--- src/rtl/bsf_pkg.sv ---
package bsf_pkg;
  localparam int CLK_HZ = 100_000_000;
  localparam int TACH_WIN_MS = 100;
  localparam int KICK_MS = 2000;
  localparam int BEEP_TONE_US = 500;
  localparam int PWM_STEP_NS = 1000;
  localparam int PWM_STEP_CYC = PWM_STEP_NS / (1_000_000_000 / CLK_HZ);
  localparam int N_TEMP = 4;
  localparam int N_VOLT = 10;
  localparam int N_FAN = 6;
  localparam int N_TERM = 4;
  localparam int N_PWM = 4;
  localparam int AMB_IDX = 1;
  localparam int VPROC_IDX = 4;
  localparam logic [7:0] ADR_CTRL = 8'h00;
  localparam logic [7:0] ADR_FAN_CFG = 8'h04;
  localparam logic [7:0] ADR_FAN_CRIT = 8'h08;
  localparam logic [7:0] ADR_PEER = 8'h0C;
  localparam logic [7:0] ADR_STATUS = 8'h10;
  localparam logic [7:0] ADR_EVENT = 8'h14;
  localparam logic [7:0] ADR_TEMP_ST = 8'h18;
  localparam logic [7:0] ADR_VOLT_ST = 8'h1C;
  localparam logic [7:0] ADR_TACH_LO = 8'h20;
  localparam logic [7:0] ADR_TACH_HI = 8'h24;
  localparam logic [3:0] ADR_PWM_HI = 4'h4;
  localparam logic [1:0] ADR_THR_HI = 2'h2;
  localparam int CTRL_AUTO = 0;
  localparam int CTRL_PACK = 1;
  localparam int CFG_DIG = 6;
  localparam int THR_LC = 0;
  localparam int THR_LN = 8;
  localparam int THR_HN = 16;
  localparam int THR_HC = 24;
  localparam int TAB_DUTY = 8;
  localparam logic [1:0] CTRL_RST = 2'h0;
  localparam logic [5:0] FAN_POP_RST = 6'h3F;
  localparam logic [5:0] FAN_DIG_RST = 6'h00;
  localparam logic [5:0] PACK_MASK = 6'h1F;
  localparam logic [7:0] FAN_CRIT_RST = 8'h10;
  localparam logic [31:0] THR_RST = 32'hFFFE0100;
  localparam logic [15:0] PWM_TAB_RST = 16'h80FF;
  localparam logic [7:0] DUTY_MIN = 8'h40;
  localparam logic [7:0] DUTY_FULL = 8'hFF;
  localparam logic [7:0] CODE_BASE = 8'hC0;
  localparam logic [7:0] CODE_STEP = 8'h04;
  localparam logic [7:0] CODE_NC_MARGIN = 8'h08;
  localparam logic [7:0] CODE_C_MARGIN = 8'h10;
  localparam logic [7:0] TERM_SE_LO = 8'hA0;
  localparam logic [7:0] TERM_SE_HI = 8'hD0;
  localparam logic [7:0] TERM_LVD_LO = 8'h50;
  localparam logic [7:0] TERM_LVD_HI = 8'h80;
endpackage

--- src/rtl/bsf_monitor.sv ---
// The placing of the registers and the Wishbone slave port were left to the implementer.
`timescale 1ns/1ps
module bsf_monitor
  import bsf_pkg::*;
#(
  parameter int TACH_WIN_CYC = TACH_WIN_MS * (CLK_HZ / 1000),
  parameter int KICK_CYC = KICK_MS * (CLK_HZ / 1000),
  parameter int BEEP_CYC = BEEP_TONE_US * (CLK_HZ / 1_000_000)
)(
  input wire logic clk_i,
  input wire logic rst_i,
  input wire logic wb_cyc_i,
  input wire logic wb_stb_i,
  input wire logic wb_we_i,
  input wire logic [7:0] wb_adr_i,
  input wire logic [3:0] wb_sel_i,
  input wire logic [31:0] wb_dat_i,
  output logic [31:0] wb_dat_o,
  output logic wb_ack_o,
  input wire logic [N_TEMP-1:0][7:0] temp_i,
  input wire logic [N_VOLT-1:0][7:0] volt_i,
  input wire logic [N_TERM-1:0][7:0] term_i,
  input wire logic [4:0] code_a_i,
  input wire logic [4:0] code_b_i,
  input wire logic core_reg_only_i,
  input wire logic [N_FAN-1:0] fan_i,
  input wire logic [4:0] fan_pack_i,
  input wire logic [1:0] cpu_present_i,
  input wire logic [1:0] term_mod_i,
  input wire logic sys_pwr_i,
  input wire logic hard_rst_i,
  input wire logic ac_ok_i,
  input wire logic power_req_i,
  output logic power_en_o,
  output logic pwm_o,
  output logic speaker_o,
  output logic event_o
);
  logic [1:0] ctrl;
  logic [5:0] fan_pop;
  logic [5:0] fan_dig;
  logic [7:0] fan_crit;
  logic [7:0] peer;
  logic [9:0] evt;
  logic [15:0] pwm_tab [N_PWM];
  logic [31:0] thr [N_TEMP+N_VOLT];
  logic [5:0] fan_en;
  logic [5:0] fan_fail;
  logic [3:0] term_fail;
  logic [N_FAN-1:0][7:0] tach;
  logic [N_FAN-1:0] fan_src;
  logic [5:0] next_fan_fail;
  logic [3:0] next_term_fail;
  logic [9:0] evt_set;
  logic [3:0] temp_crit, temp_nc;
  logic [9:0] volt_crit, volt_nc;
  logic overtemp, fail_spd, kick, high_spd;
  logic [31:0] kick_cnt;
  logic [31:0] win_cnt;
  logic win;
  logic pwr_d, init_p;
  logic mismatch;
  logic [1:0] missing;
  logic beep_act, tone;
  logic [3:0] cad;
  logic [31:0] beep_cnt;
  logic [7:0] duty, next_duty;
  logic [31:0] rdata;
  logic acc, wr;

  function automatic logic [31:0] bsf_merge(input logic [31:0] old, input logic [31:0] nw,
                                            input logic [3:0] sel);
    for (int b = 0; b < 4; b++) begin
      old[8*b +: 8] = sel[b] ? nw[8*b +: 8] : old[8*b +: 8];
    end
    return old;
  endfunction

  // Returns {high crit, high non-crit, low non-crit, low crit}; m gates {upper, lower}.
  function automatic logic [3:0] bsf_eval(input logic [7:0] r, input logic [31:0] t, input logic [1:0] m);
    return {r >= t[THR_HC +: 8], r >= t[THR_HN +: 8], r <= t[THR_LN +: 8], r <= t[THR_LC +: 8]}
           & {m[1], m[1], m[0], m[0]};
  endfunction

  function automatic logic [31:0] bsf_auto_thr(input logic [4:0] code);
    logic [7:0] nom;
    nom = CODE_BASE - 8'(code * CODE_STEP);
    return {nom + CODE_C_MARGIN, nom + CODE_NC_MARGIN, nom - CODE_NC_MARGIN, nom - CODE_C_MARGIN};
  endfunction

  assign acc = wb_cyc_i && wb_stb_i && !wb_ack_o;
  assign wr = acc && wb_we_i;

  always_ff @(posedge clk_i) begin
    if (rst_i) begin
      wb_ack_o <= 1'b0;
      wb_dat_o <= 32'h00000000;
    end else begin
      wb_ack_o <= acc;
      wb_dat_o <= acc ? rdata : 32'h00000000;
    end
  end

  always_ff @(posedge clk_i) begin
    if (rst_i) begin
      ctrl <= CTRL_RST;
      fan_pop <= FAN_POP_RST;
      fan_dig <= FAN_DIG_RST;
      fan_crit <= FAN_CRIT_RST;
    end else if (wr) begin
      if (wb_adr_i == ADR_CTRL) begin
        ctrl <= 2'(bsf_merge(32'(ctrl), wb_dat_i, wb_sel_i));
      end
      if (wb_adr_i == ADR_FAN_CFG) begin
        {fan_dig, fan_pop} <= 12'(bsf_merge(32'({fan_dig, fan_pop}), wb_dat_i, wb_sel_i));
      end
      if (wb_adr_i == ADR_FAN_CRIT) begin
        fan_crit <= 8'(bsf_merge(32'(fan_crit), wb_dat_i, wb_sel_i));
      end
    end
  end

  always_ff @(posedge clk_i) begin
    if (rst_i) begin
      for (int i = 0; i < N_PWM; i++) begin
        pwm_tab[i] <= PWM_TAB_RST;
      end
      for (int i = 0; i < N_TEMP + N_VOLT; i++) begin
        thr[i] <= THR_RST;
      end
    end else if (wr) begin
      if (wb_adr_i[7:4] == ADR_PWM_HI) begin
        pwm_tab[wb_adr_i[3:2]] <= 16'(bsf_merge(32'(pwm_tab[wb_adr_i[3:2]]), wb_dat_i, wb_sel_i));
      end
      if (wb_adr_i[7:6] == ADR_THR_HI && int'(wb_adr_i[5:2]) < N_TEMP + N_VOLT) begin
        thr[wb_adr_i[5:2]] <= bsf_merge(thr[wb_adr_i[5:2]], wb_dat_i, wb_sel_i);
      end
    end
  end

  // Each bit is one peer's fault report; AC loss forgets all of them.
  always_ff @(posedge clk_i) begin
    if (rst_i || !ac_ok_i) begin
      peer <= 8'h00;
    end else if (wr && wb_adr_i == ADR_PEER) begin
      peer <= 8'(bsf_merge(32'(peer), wb_dat_i, wb_sel_i));
    end
  end

  // A new event wins over a write-one-to-clear in the same cycle.
  always_ff @(posedge clk_i) begin
    if (rst_i) begin
      evt <= 10'h000;
      event_o <= 1'b0;
    end else begin
      evt <= (wr && wb_adr_i == ADR_EVENT) ? ((evt & ~wb_dat_i[9:0]) | evt_set) : (evt | evt_set);
      event_o <= |evt_set;
    end
  end

  always_comb begin
    unique case (wb_adr_i)
      ADR_CTRL: rdata = 32'(ctrl);
      ADR_FAN_CFG: rdata = 32'({fan_dig, fan_pop});
      ADR_FAN_CRIT: rdata = 32'(fan_crit);
      ADR_PEER: rdata = 32'(peer);
      ADR_STATUS: rdata = 32'({fan_en, missing, high_spd, mismatch, term_fail, fan_fail});
      ADR_EVENT: rdata = 32'(evt);
      ADR_TEMP_ST: rdata = 32'({temp_nc, temp_crit});
      ADR_VOLT_ST: rdata = 32'({volt_nc, volt_crit});
      ADR_TACH_LO: rdata = {tach[3], tach[2], tach[1], tach[0]};
      ADR_TACH_HI: rdata = 32'({tach[5], tach[4]});
      default: begin
        rdata = 32'h00000000;
        if (wb_adr_i[7:4] == ADR_PWM_HI) begin
          rdata = 32'(pwm_tab[wb_adr_i[3:2]]);
        end else if (wb_adr_i[7:6] == ADR_THR_HI && int'(wb_adr_i[5:2]) < N_TEMP + N_VOLT) begin
          rdata = thr[wb_adr_i[5:2]];
        end
      end
    endcase
  end

  always_comb begin
    logic [3:0] st;
    st = 4'h0;
    for (int i = 0; i < N_TEMP; i++) begin
      st = bsf_eval(temp_i[i], thr[i], (ctrl[CTRL_AUTO] && i >= 2) ? 2'b10 : 2'b11);
      temp_crit[i] = st[3] | st[0];
      temp_nc[i] = st[2] | st[1];
    end
    for (int i = 0; i < N_VOLT; i++) begin
      st = bsf_eval(volt_i[i], (i == VPROC_IDX && core_reg_only_i) ? bsf_auto_thr(code_a_i)
                    : thr[N_TEMP+i], 2'b11);
      volt_crit[i] = st[3] | st[0];
      volt_nc[i] = st[2] | st[1];
    end
  end

  // Over-temperature is any enabled temperature threshold crossed, lower ones included; ambient table steps do not count here.
  assign overtemp = |temp_nc[3:0] || |temp_crit;
  assign fan_src = ctrl[CTRL_PACK] ? {1'b0, fan_pack_i} : fan_i;
  always_ff @(posedge clk_i) begin
    if (rst_i || win) begin
      win_cnt <= 32'h00000000;
    end else begin
      win_cnt <= win_cnt + 32'h00000001;
    end
  end
  assign win = (win_cnt == 32'(TACH_WIN_CYC - 1));

  for (genvar g = 0; g < N_FAN; g++) begin : g_tach
    bsf_tach u_tach (
      .clk_i(clk_i),
      .rst_i(rst_i),
      .fan_i(fan_src[g]),
      .win_i(win),
      .reading_o(tach[g])
    );
  end

  always_comb begin
    for (int i = 0; i < N_FAN; i++) begin
      // A populated tach-mode connector with no fan reads zero speed and fails; a digital connector fails only while its line is high.
      next_fan_fail[i] = fan_en[i] && (fan_dig[i] ? fan_src[i] : (tach[i] < fan_crit));
    end
    for (int i = 0; i < N_TERM; i++) begin
      next_term_fail[i] = !(term_i[i] >= TERM_SE_LO && term_i[i] <= TERM_SE_HI)
                          && !(term_i[i] >= TERM_LVD_LO && term_i[i] <= TERM_LVD_HI);
    end
  end
  assign evt_set = {next_term_fail & ~term_fail, next_fan_fail & ~fan_fail};

  always_ff @(posedge clk_i) begin
    if (rst_i) begin
      fan_fail <= 6'h00;
      term_fail <= 4'h0;
    end else begin
      fan_fail <= next_fan_fail;
      term_fail <= next_term_fail;
    end
  end

  assign init_p = (sys_pwr_i && !pwr_d) || hard_rst_i;

  always_ff @(posedge clk_i) begin
    if (rst_i) begin
      pwr_d <= 1'b0;
      fan_en <= 6'h00;
    end else begin
      pwr_d <= sys_pwr_i;
      if (init_p) begin
        fan_en <= fan_pop & (ctrl[CTRL_PACK] ? PACK_MASK : 6'h3F);
      end
    end
  end

  // Cleared only when no local fan and no peer is critical; AC loss clears it outright.
  always_ff @(posedge clk_i) begin
    if (rst_i || !ac_ok_i) begin
      fail_spd <= 1'b0;
    end else begin
      fail_spd <= |fan_fail || |peer;
    end
  end

  always_ff @(posedge clk_i) begin
    if (rst_i || !sys_pwr_i) begin
      kick_cnt <= 32'h00000000;
    end else if (!pwr_d) begin
      kick_cnt <= 32'(KICK_CYC);
    end else if (kick_cnt != 32'h00000000) begin
      kick_cnt <= kick_cnt - 32'h00000001;
    end
  end
  assign kick = (kick_cnt != 32'h00000000);

  assign high_spd = fail_spd || overtemp || kick;

  always_comb begin
    next_duty = DUTY_MIN;
    for (int j = 0; j < N_PWM; j++) begin
      if (temp_i[AMB_IDX] >= pwm_tab[j][7:0]) begin
        next_duty = pwm_tab[j][TAB_DUTY +: 8];
      end
    end
  end

  always_ff @(posedge clk_i) begin
    if (rst_i) begin
      duty <= DUTY_FULL;
    end else begin
      duty <= high_spd ? DUTY_FULL : next_duty;
    end
  end

  bsf_pwm u_pwm (
    .clk_i(clk_i),
    .rst_i(rst_i),
    .duty_i(duty),
    .pwm_o(pwm_o)
  );

  assign mismatch = (code_a_i != code_b_i);
  assign missing = ~(cpu_present_i | term_mod_i);

  always_ff @(posedge clk_i) begin
    if (rst_i) begin
      power_en_o <= 1'b0;
      beep_act <= 1'b0;
    end else begin
      power_en_o <= power_req_i && !mismatch;
      beep_act <= power_req_i && (mismatch || |missing);
    end
  end

  // Tone toggles each half period; the cadence counter splits it into beep bursts.
  always_ff @(posedge clk_i) begin
    if (rst_i || !beep_act) begin
      beep_cnt <= 32'h00000000;
      tone <= 1'b0;
      cad <= 4'h0;
      speaker_o <= 1'b0;
    end else begin
      speaker_o <= tone && !cad[3];
      if (beep_cnt == 32'(BEEP_CYC - 1)) begin
        beep_cnt <= 32'h00000000;
        tone <= !tone;
        cad <= cad + {3'h0, tone};
      end else begin
        beep_cnt <= beep_cnt + 32'h00000001;
      end
    end
  end
endmodule

--- src/rtl/bsf_tach.sv ---
`timescale 1ns/1ps
module bsf_tach
  import bsf_pkg::*;
(
  input wire logic clk_i,
  input wire logic rst_i,
  input wire logic fan_i,
  input wire logic win_i,
  output logic [7:0] reading_o
);
  logic fan_d;
  logic rise;
  logic [7:0] cnt;

  assign rise = fan_i && !fan_d;

  always_ff @(posedge clk_i) begin
    if (rst_i) begin
      fan_d <= 1'b0;
    end else begin
      fan_d <= fan_i;
    end
  end

  // Rising edges are counted per window; the count saturates at full scale.
  // An edge in the closing cycle of a window opens the next count, so that no edge is lost.
  always_ff @(posedge clk_i) begin
    if (rst_i) begin
      cnt <= 8'h00;
    end else if (win_i) begin
      cnt <= {7'h00, rise};
    end else if (rise && cnt != 8'hFF) begin
      cnt <= cnt + 8'h01;
    end
  end

  // Full scale until the first window avoids a false failure after reset.
  always_ff @(posedge clk_i) begin
    if (rst_i) begin
      reading_o <= 8'hFF;
    end else if (win_i) begin
      reading_o <= cnt;
    end
  end
endmodule

--- src/rtl/bsf_pwm.sv ---
`timescale 1ns/1ps
module bsf_pwm
  import bsf_pkg::*;
(
  input wire logic clk_i,
  input wire logic rst_i,
  input wire logic [7:0] duty_i,
  output logic pwm_o
);
  logic [15:0] div;
  logic [7:0] phase;
  logic step;

  assign step = (div == 16'(PWM_STEP_CYC - 1));

  always_ff @(posedge clk_i) begin
    if (rst_i || step) begin
      div <= 16'h0000;
    end else begin
      div <= div + 16'h0001;
    end
  end

  always_ff @(posedge clk_i) begin
    if (rst_i) begin
      phase <= 8'h00;
    end else if (step) begin
      phase <= phase + 8'h01;
    end
  end

  always_ff @(posedge clk_i) begin
    if (rst_i) begin
      pwm_o <= 1'b1;
    end else begin
      pwm_o <= (duty_i == DUTY_FULL) || (phase < duty_i);
    end
  end
endmodule

--- config.mk ---
export PLATFORM = sky130hd
export DESIGN_NAME = bsf_monitor
export DESIGN_NICKNAME = d
export VERILOG_FILES = /design/src/rtl/bsf_pkg.sv /design/src/rtl/bsf_monitor.sv /design/src/rtl/bsf_tach.sv /design/src/rtl/bsf_pwm.sv
export SDC_FILE = /design/constraint.sdc
export NUM_CORES = 2
export LEC_CHECK = 0
export ABC_AREA = 1
export BUFFER_PORTS_ARGS = -buffer_cell sky130_fd_sc_hd__buf_4
export CAP_MARGIN = 5
export CORE_ASPECT_RATIO = 0.75
export CORE_MARGIN = 1
export CORE_UTILIZATION = 57
export CTS_CLUSTER_SIZE = 16
export DETAILED_ROUTE_END_ITERATION = 12
export GPL_TIMING_DRIVEN = 0
export PLACE_DENSITY = 0.78
export REMOVE_ABC_BUFFERS = 1
export SYNTH_ARGS = -nofsm -noshare
export SYNTH_HDL_FRONTEND = slang
export SYNTH_SLANG_ARGS = --single-unit
--- constraint.sdc ---
create_clock -name clk_i -period 2.6 [get_ports clk_i]
set_input_delay 0.26 -clock clk_i [delete_from_list [all_inputs] [get_ports clk_i]]
set_output_delay 0.26 -clock clk_i [all_outputs]
set_load 0.1 [all_outputs]
==> parameters.txt <==
Parameter                              Value

Power and ir drop
  Clk network pwr share ... 39.7%
  Reg power frac ... around 46%
  Total power ... between 30 and 40 mW
  Worst IR Drop VDD ... approximately 500 µV
  PwrDens ... about 560 mW/mm²
  Cell Int Power ... 24.60 mW
  Net switching share of the total power ... 28.35%
  Combinational share of power ... 14.4%
  Switch Pwr ... slightly below 10 mW
  Leak Pwr ... between 20 and 30 nW

Setup path
  Endpoint type of the worst setup path ... flip-flop
  Critical path arrival ... around 3.4 ns
  R2r startpoint ... thr[3][25]
  Capture instance of the worst register-to-register path ... thr[1][25]
  Worst path required time ... between 3 and 4 ns
  Cell-by-cell listing of the critical path ... buf_4 > inv_1 > nor2_2 > o21ai_1 > nand4_1 > nand2_1 > o21ai_2 > clkinv_2 > nand2_1
  Worst path most repeated cell ... sky130_fd_sc_hd__nand2_1
  CP max FO ... 17
  Delay of the slowest critical-path stage ... between 1 and 1.5 ns
  Last element of the critical path ... thr[2][23]
  Launching element of the worst setup path ... wb_adr_i[4]
  Critical path class ... in -> reg
  Worst r2r path cells ... 8
  Critical Path Start Type ... input port
  Slowest library cell on the worst path ... sky130_fd_sc_hd__nor2_2
  Reg-to-reg setup timing slack ... -0.03 ns

Die
  Placeable core area ... between 0.09 and 0.1 mm²
  Effective utilization at floorplan ... a little under 60%
  Std-Cell Rows ... between 90 and 100
  Height of the die ... approximately 270 µm
  X dimension of the die ... 354.5 µm
  Die footprint ... between 0.09 and 0.1 mm²
  I/O pin cnt ... 260

STA
  Post-route clock period utilization ... 110.5%
  Number of hold violations in the final report ... 0
  Setup repair after global routing missed its margin ... true
  Worst slack on hold paths ... about 0.038 ns
  Crit path time final ... 2.872 ns
  Setup-failing EPs final ... 161
  Transition at the pin with the smallest max-transition slack ... 1.409 ns
  FMAX ... 348.2 MHz
  Final Slew Violations ... 0
  Relative slew margins ... roughly 6.0%
  Final setup skew ... 0.02647 ns
  Final worst-path setup slack ... -0.2719 ns
  Sum Neg Setup Slack ... -10.75 ns

Clocking
  Clock sink count ... ~910
  Clk slew on worst S/H paths ... 0.06 ns
  CTS tree ... built
  Latest clock arrival within the worst-skew pair ... ~0.70 ns
  Maximum buffer depth of the clock tree ... 3
  Clock buffer count from CTS ... 91
  Clock H-tree levels ... 3
  Cell at the root of the clock tree ... sky130_fd_sc_hd__clkbuf_16

Status
  Failing checks ... setup timing
  Result of the run ... complete, but fails checks

Placement
  Detailed Place HPWL ... about 140 mm
  GPL Wtd Cong ... around 1
  Count of input and output buffers ... between 200 and 300
  Worst setup slack after placement ... -2.036 ns

Detailed routing
  Number of vias after detailed routing ... around 48000
  Number of iterations in the first detailed-routing pass ... 8
  Ratio of routed vias to standard cells ... around 6.1
  Detail Route Antenna Nets ... 0
  Iteration-0 DRC count of the detailed router ... ~7000
  Total DRC errors in the routed layout ... 0
  WL/cell ... between 20 and 25 µm
  Final Routed Wirelength ... around 190 mm

Layout
  Number of inserted filler cells in the final layout ... 7359
  Flip-flop and latch area ... about 0.024 mm²
  Fraction of final layout cells sized beyond drive strength 1 ... between 10% and 20%
  Multi-input combinational cell area ... between 0.02 and 0.03 mm²
  Count of nets after finishing ... approximately 7400
  Layout Area Growth over Synthesis ... 15.26%

Global routing
  Pin count of the biggest net entering global routing ... ~110
  First-pass GRT wire length ... ~270 mm
  Congestion Overflow GR ... 0
  Antenna violations before repair ... 10
  Via count of the first global-routing pass ... ~44000
  All-Layer GR Usage ... between 30% and 40%

Logic synthesis
  Per-instance average area after synthesis ... between 8 and 9 µm²
  Number of enable flip-flop cells after synthesis ... between 500 and 600
  Count of unique library cells instantiated by Yosys ... 61
  Yosys Warn Count ... 0
  #FFs+latches synth ... ~900
  Fraction of the yosys area taken by sequential cells ... a little under half
  Area of the mapped netlist ... roughly 0.053 mm²
  Number of standard cells after synthesis ... 6240
  Most common flop cell mapped by yosys ... sky130_fd_sc_hd__edfxtp_1
  Async set-reset flop share out of synthesis ... 0%

Hold path
  Worst hold path type ... in -> reg

Flow run
  Max_cap viols ... 0
-- cell type report --
cell class	count	share of cell area (%)
Clock inverter	45	0.6867
Multi-Input combinational cell	4245	41.73
Antenna cell	6	0.02453
Timing Repair Buffer	388	5.796
Clock buffer	124	4.216
Sequential cell	907	39.08
Timing Repair inverter	3	0.03679
Inverter	950	5.933
Tap cell	1225	2.504
-- what timing repair did --
item	in CTS	in global routing
buffers inserted	22	42
gates resized for setup	68	124
endpoints found under the setup margin	1220	1094
hold buffers	43	0
pin swaps	22	23
endpoints found under the hold margin	71	0
gates cloned	1	10
-- per-stage QoR --
stage,cells,util (%),instance area [µm²]
after CTS,7835,65.53,60210
after global placement,7579,60.69,55770
after floorplan,6095,-,52290
after detailed placement,7600,61.27,56300
after global routing,7890,66.62,61210
final,7893,66.62,61220
-- worst min-delay path by stage --
| stage | from | to | slack, ns | cells past startpoint |
|---|---|---|---|---|
| final | fan_i[2] | g_tach[2].u_tach.fan_d | 0.04 | 3 |
| after global routing | fan_i[1] | g_tach[1].u_tach.fan_d | 0.03 | 3 |
| after global placement | cad[3] | speaker_o | 0.41 | 1 |
| after CTS | fan_i[2] | g_tach[2].u_tach.fan_d | 0.006 | 3 |
| after detailed placement | cad[3] | speaker_o | 0.42 | 1 |
| after floorplan | rst_i | event_o | 0.33 | 1 |
-- power by group through the flow --
stage	registers (mW)	logic [mW]	clock network, mW
detailed placement	16.1	4.31	0
global placement	16.1	4.14	0
global route	15.8	5.18	14.1
floorplan	16.1	2.28	0
CTS	15.8	4.49	13.6
finish	15.8	4.94	13.6
-- metal layers --
layer  part of all wire, %  track usage [%]
met1                    38            52.20
met4                   5.1            17.79
met5                  0.26            1.333
met3                    16            13.97
met2                    41            56.12
-- critical path, delay by kind of cell --
kind / cells / cell delay, ns
compound gates: 2 / 0.54
buf+inv: 3 / 0.92
simple gates: 4 / 1.66
-- flip-flops by register name, indices dropped and copies added (netlist names), 8 cells and up --
signal	flops
win_cnt	32
duty	8
fan_crit	8
evt	10
peer	8
pwm_tab	64
kick_cnt	32
beep_cnt	32
g_tach.u_tach.reading_o	48
g_tach.u_tach.cnt	48
u_pwm.phase	8
u_pwm.div	16
thr	512
wb_dat_o	32
-- layout by cell type (no fill, tap or decap), types with 12 or more instances in the layout --
master                          Yosys  final
sky130_fd_sc_hd__nor3_1            71     67
sky130_fd_sc_hd__ha_1             547    546
sky130_fd_sc_hd__o211ai_1          79     79
sky130_fd_sc_hd__o21ai_0          315    283
sky130_fd_sc_hd__o21ai_2           15     36
sky130_fd_sc_hd__nand2_8            0     22
sky130_fd_sc_hd__a21oi_1          415    413
sky130_fd_sc_hd__nand3_1          131    125
sky130_fd_sc_hd__nor2_2            17     25
sky130_fd_sc_hd__inv_1            885    882
sky130_fd_sc_hd__nor2_1           624    612
sky130_fd_sc_hd__o2111ai_1         23     23
sky130_fd_sc_hd__nor3b_1           17     17
sky130_fd_sc_hd__xnor2_1           13     12
sky130_fd_sc_hd__buf_12             0     19
sky130_fd_sc_hd__clkbuf_1          71     18
sky130_fd_sc_hd__clkbuf_16          0     97
sky130_fd_sc_hd__o221ai_1          33     33
sky130_fd_sc_hd__dfxtp_1          331    331
sky130_fd_sc_hd__inv_4              0     15
sky130_fd_sc_hd__nand4_1          126    126
sky130_fd_sc_hd__edfxtp_1         576    576
sky130_fd_sc_hd__a22oi_1           79     79
sky130_fd_sc_hd__clkinvlp_4         0     15
sky130_fd_sc_hd__clkinv_2           0     20
sky130_fd_sc_hd__o21a_1            21     21
sky130_fd_sc_hd__conb_1             1     64
sky130_fd_sc_hd__inv_2             64     43
sky130_fd_sc_hd__o22ai_1          146    146
sky130_fd_sc_hd__buf_4             35    306
sky130_fd_sc_hd__xor2_1            45     44
sky130_fd_sc_hd__dlygate4sd3_1      0     43
sky130_fd_sc_hd__or2_2             17     17
sky130_fd_sc_hd__nand2_1         1234   1210
sky130_fd_sc_hd__nor4_1            31     30
sky130_fd_sc_hd__nor2_4            28     34
sky130_fd_sc_hd__o21ai_1           44     54
-- kinds of logic after synthesis --
logic type	after synthesis	synth area share (%)
DFF	907	45.04
buffers and inverters	1158	8.716
muxes	6	0.1131
adders and majority gates	547	12.89
xor gates and xnor gates	58	0.9564
AOI/OAI and AO/OA	1230	13.63
other	1	0.007060
and+or+nand+nor	2333	18.65
-- cell usage after synthesis (all sizes together) (8+ instances only) --
library cell  number  area share, %
a211oi            11           0.16
o41ai              8           0.13
xnor2             13           0.21
nor2             669            5.2
buf              136            1.5
nor3b             17           0.24
a21oi            418            4.0
edfxtp           576             33
inv              949            6.7
nand3b            11           0.16
o21a              21           0.30
clkbuf            72           0.51
a22oi             80            1.1
nand2           1241            8.8
ha               547             13
o22ai            146            1.7
o21ai            374            3.6
o221ai            33           0.54
xor2              45           0.74
o2111ai           23           0.38
o211ai            79            1.1
nor3              77           0.79
nor4              31           0.37
or2               18           0.21
nand3            131            1.2
nand4            127            1.5
dfxtp            331             12
(Power assumes the default switching activity.)
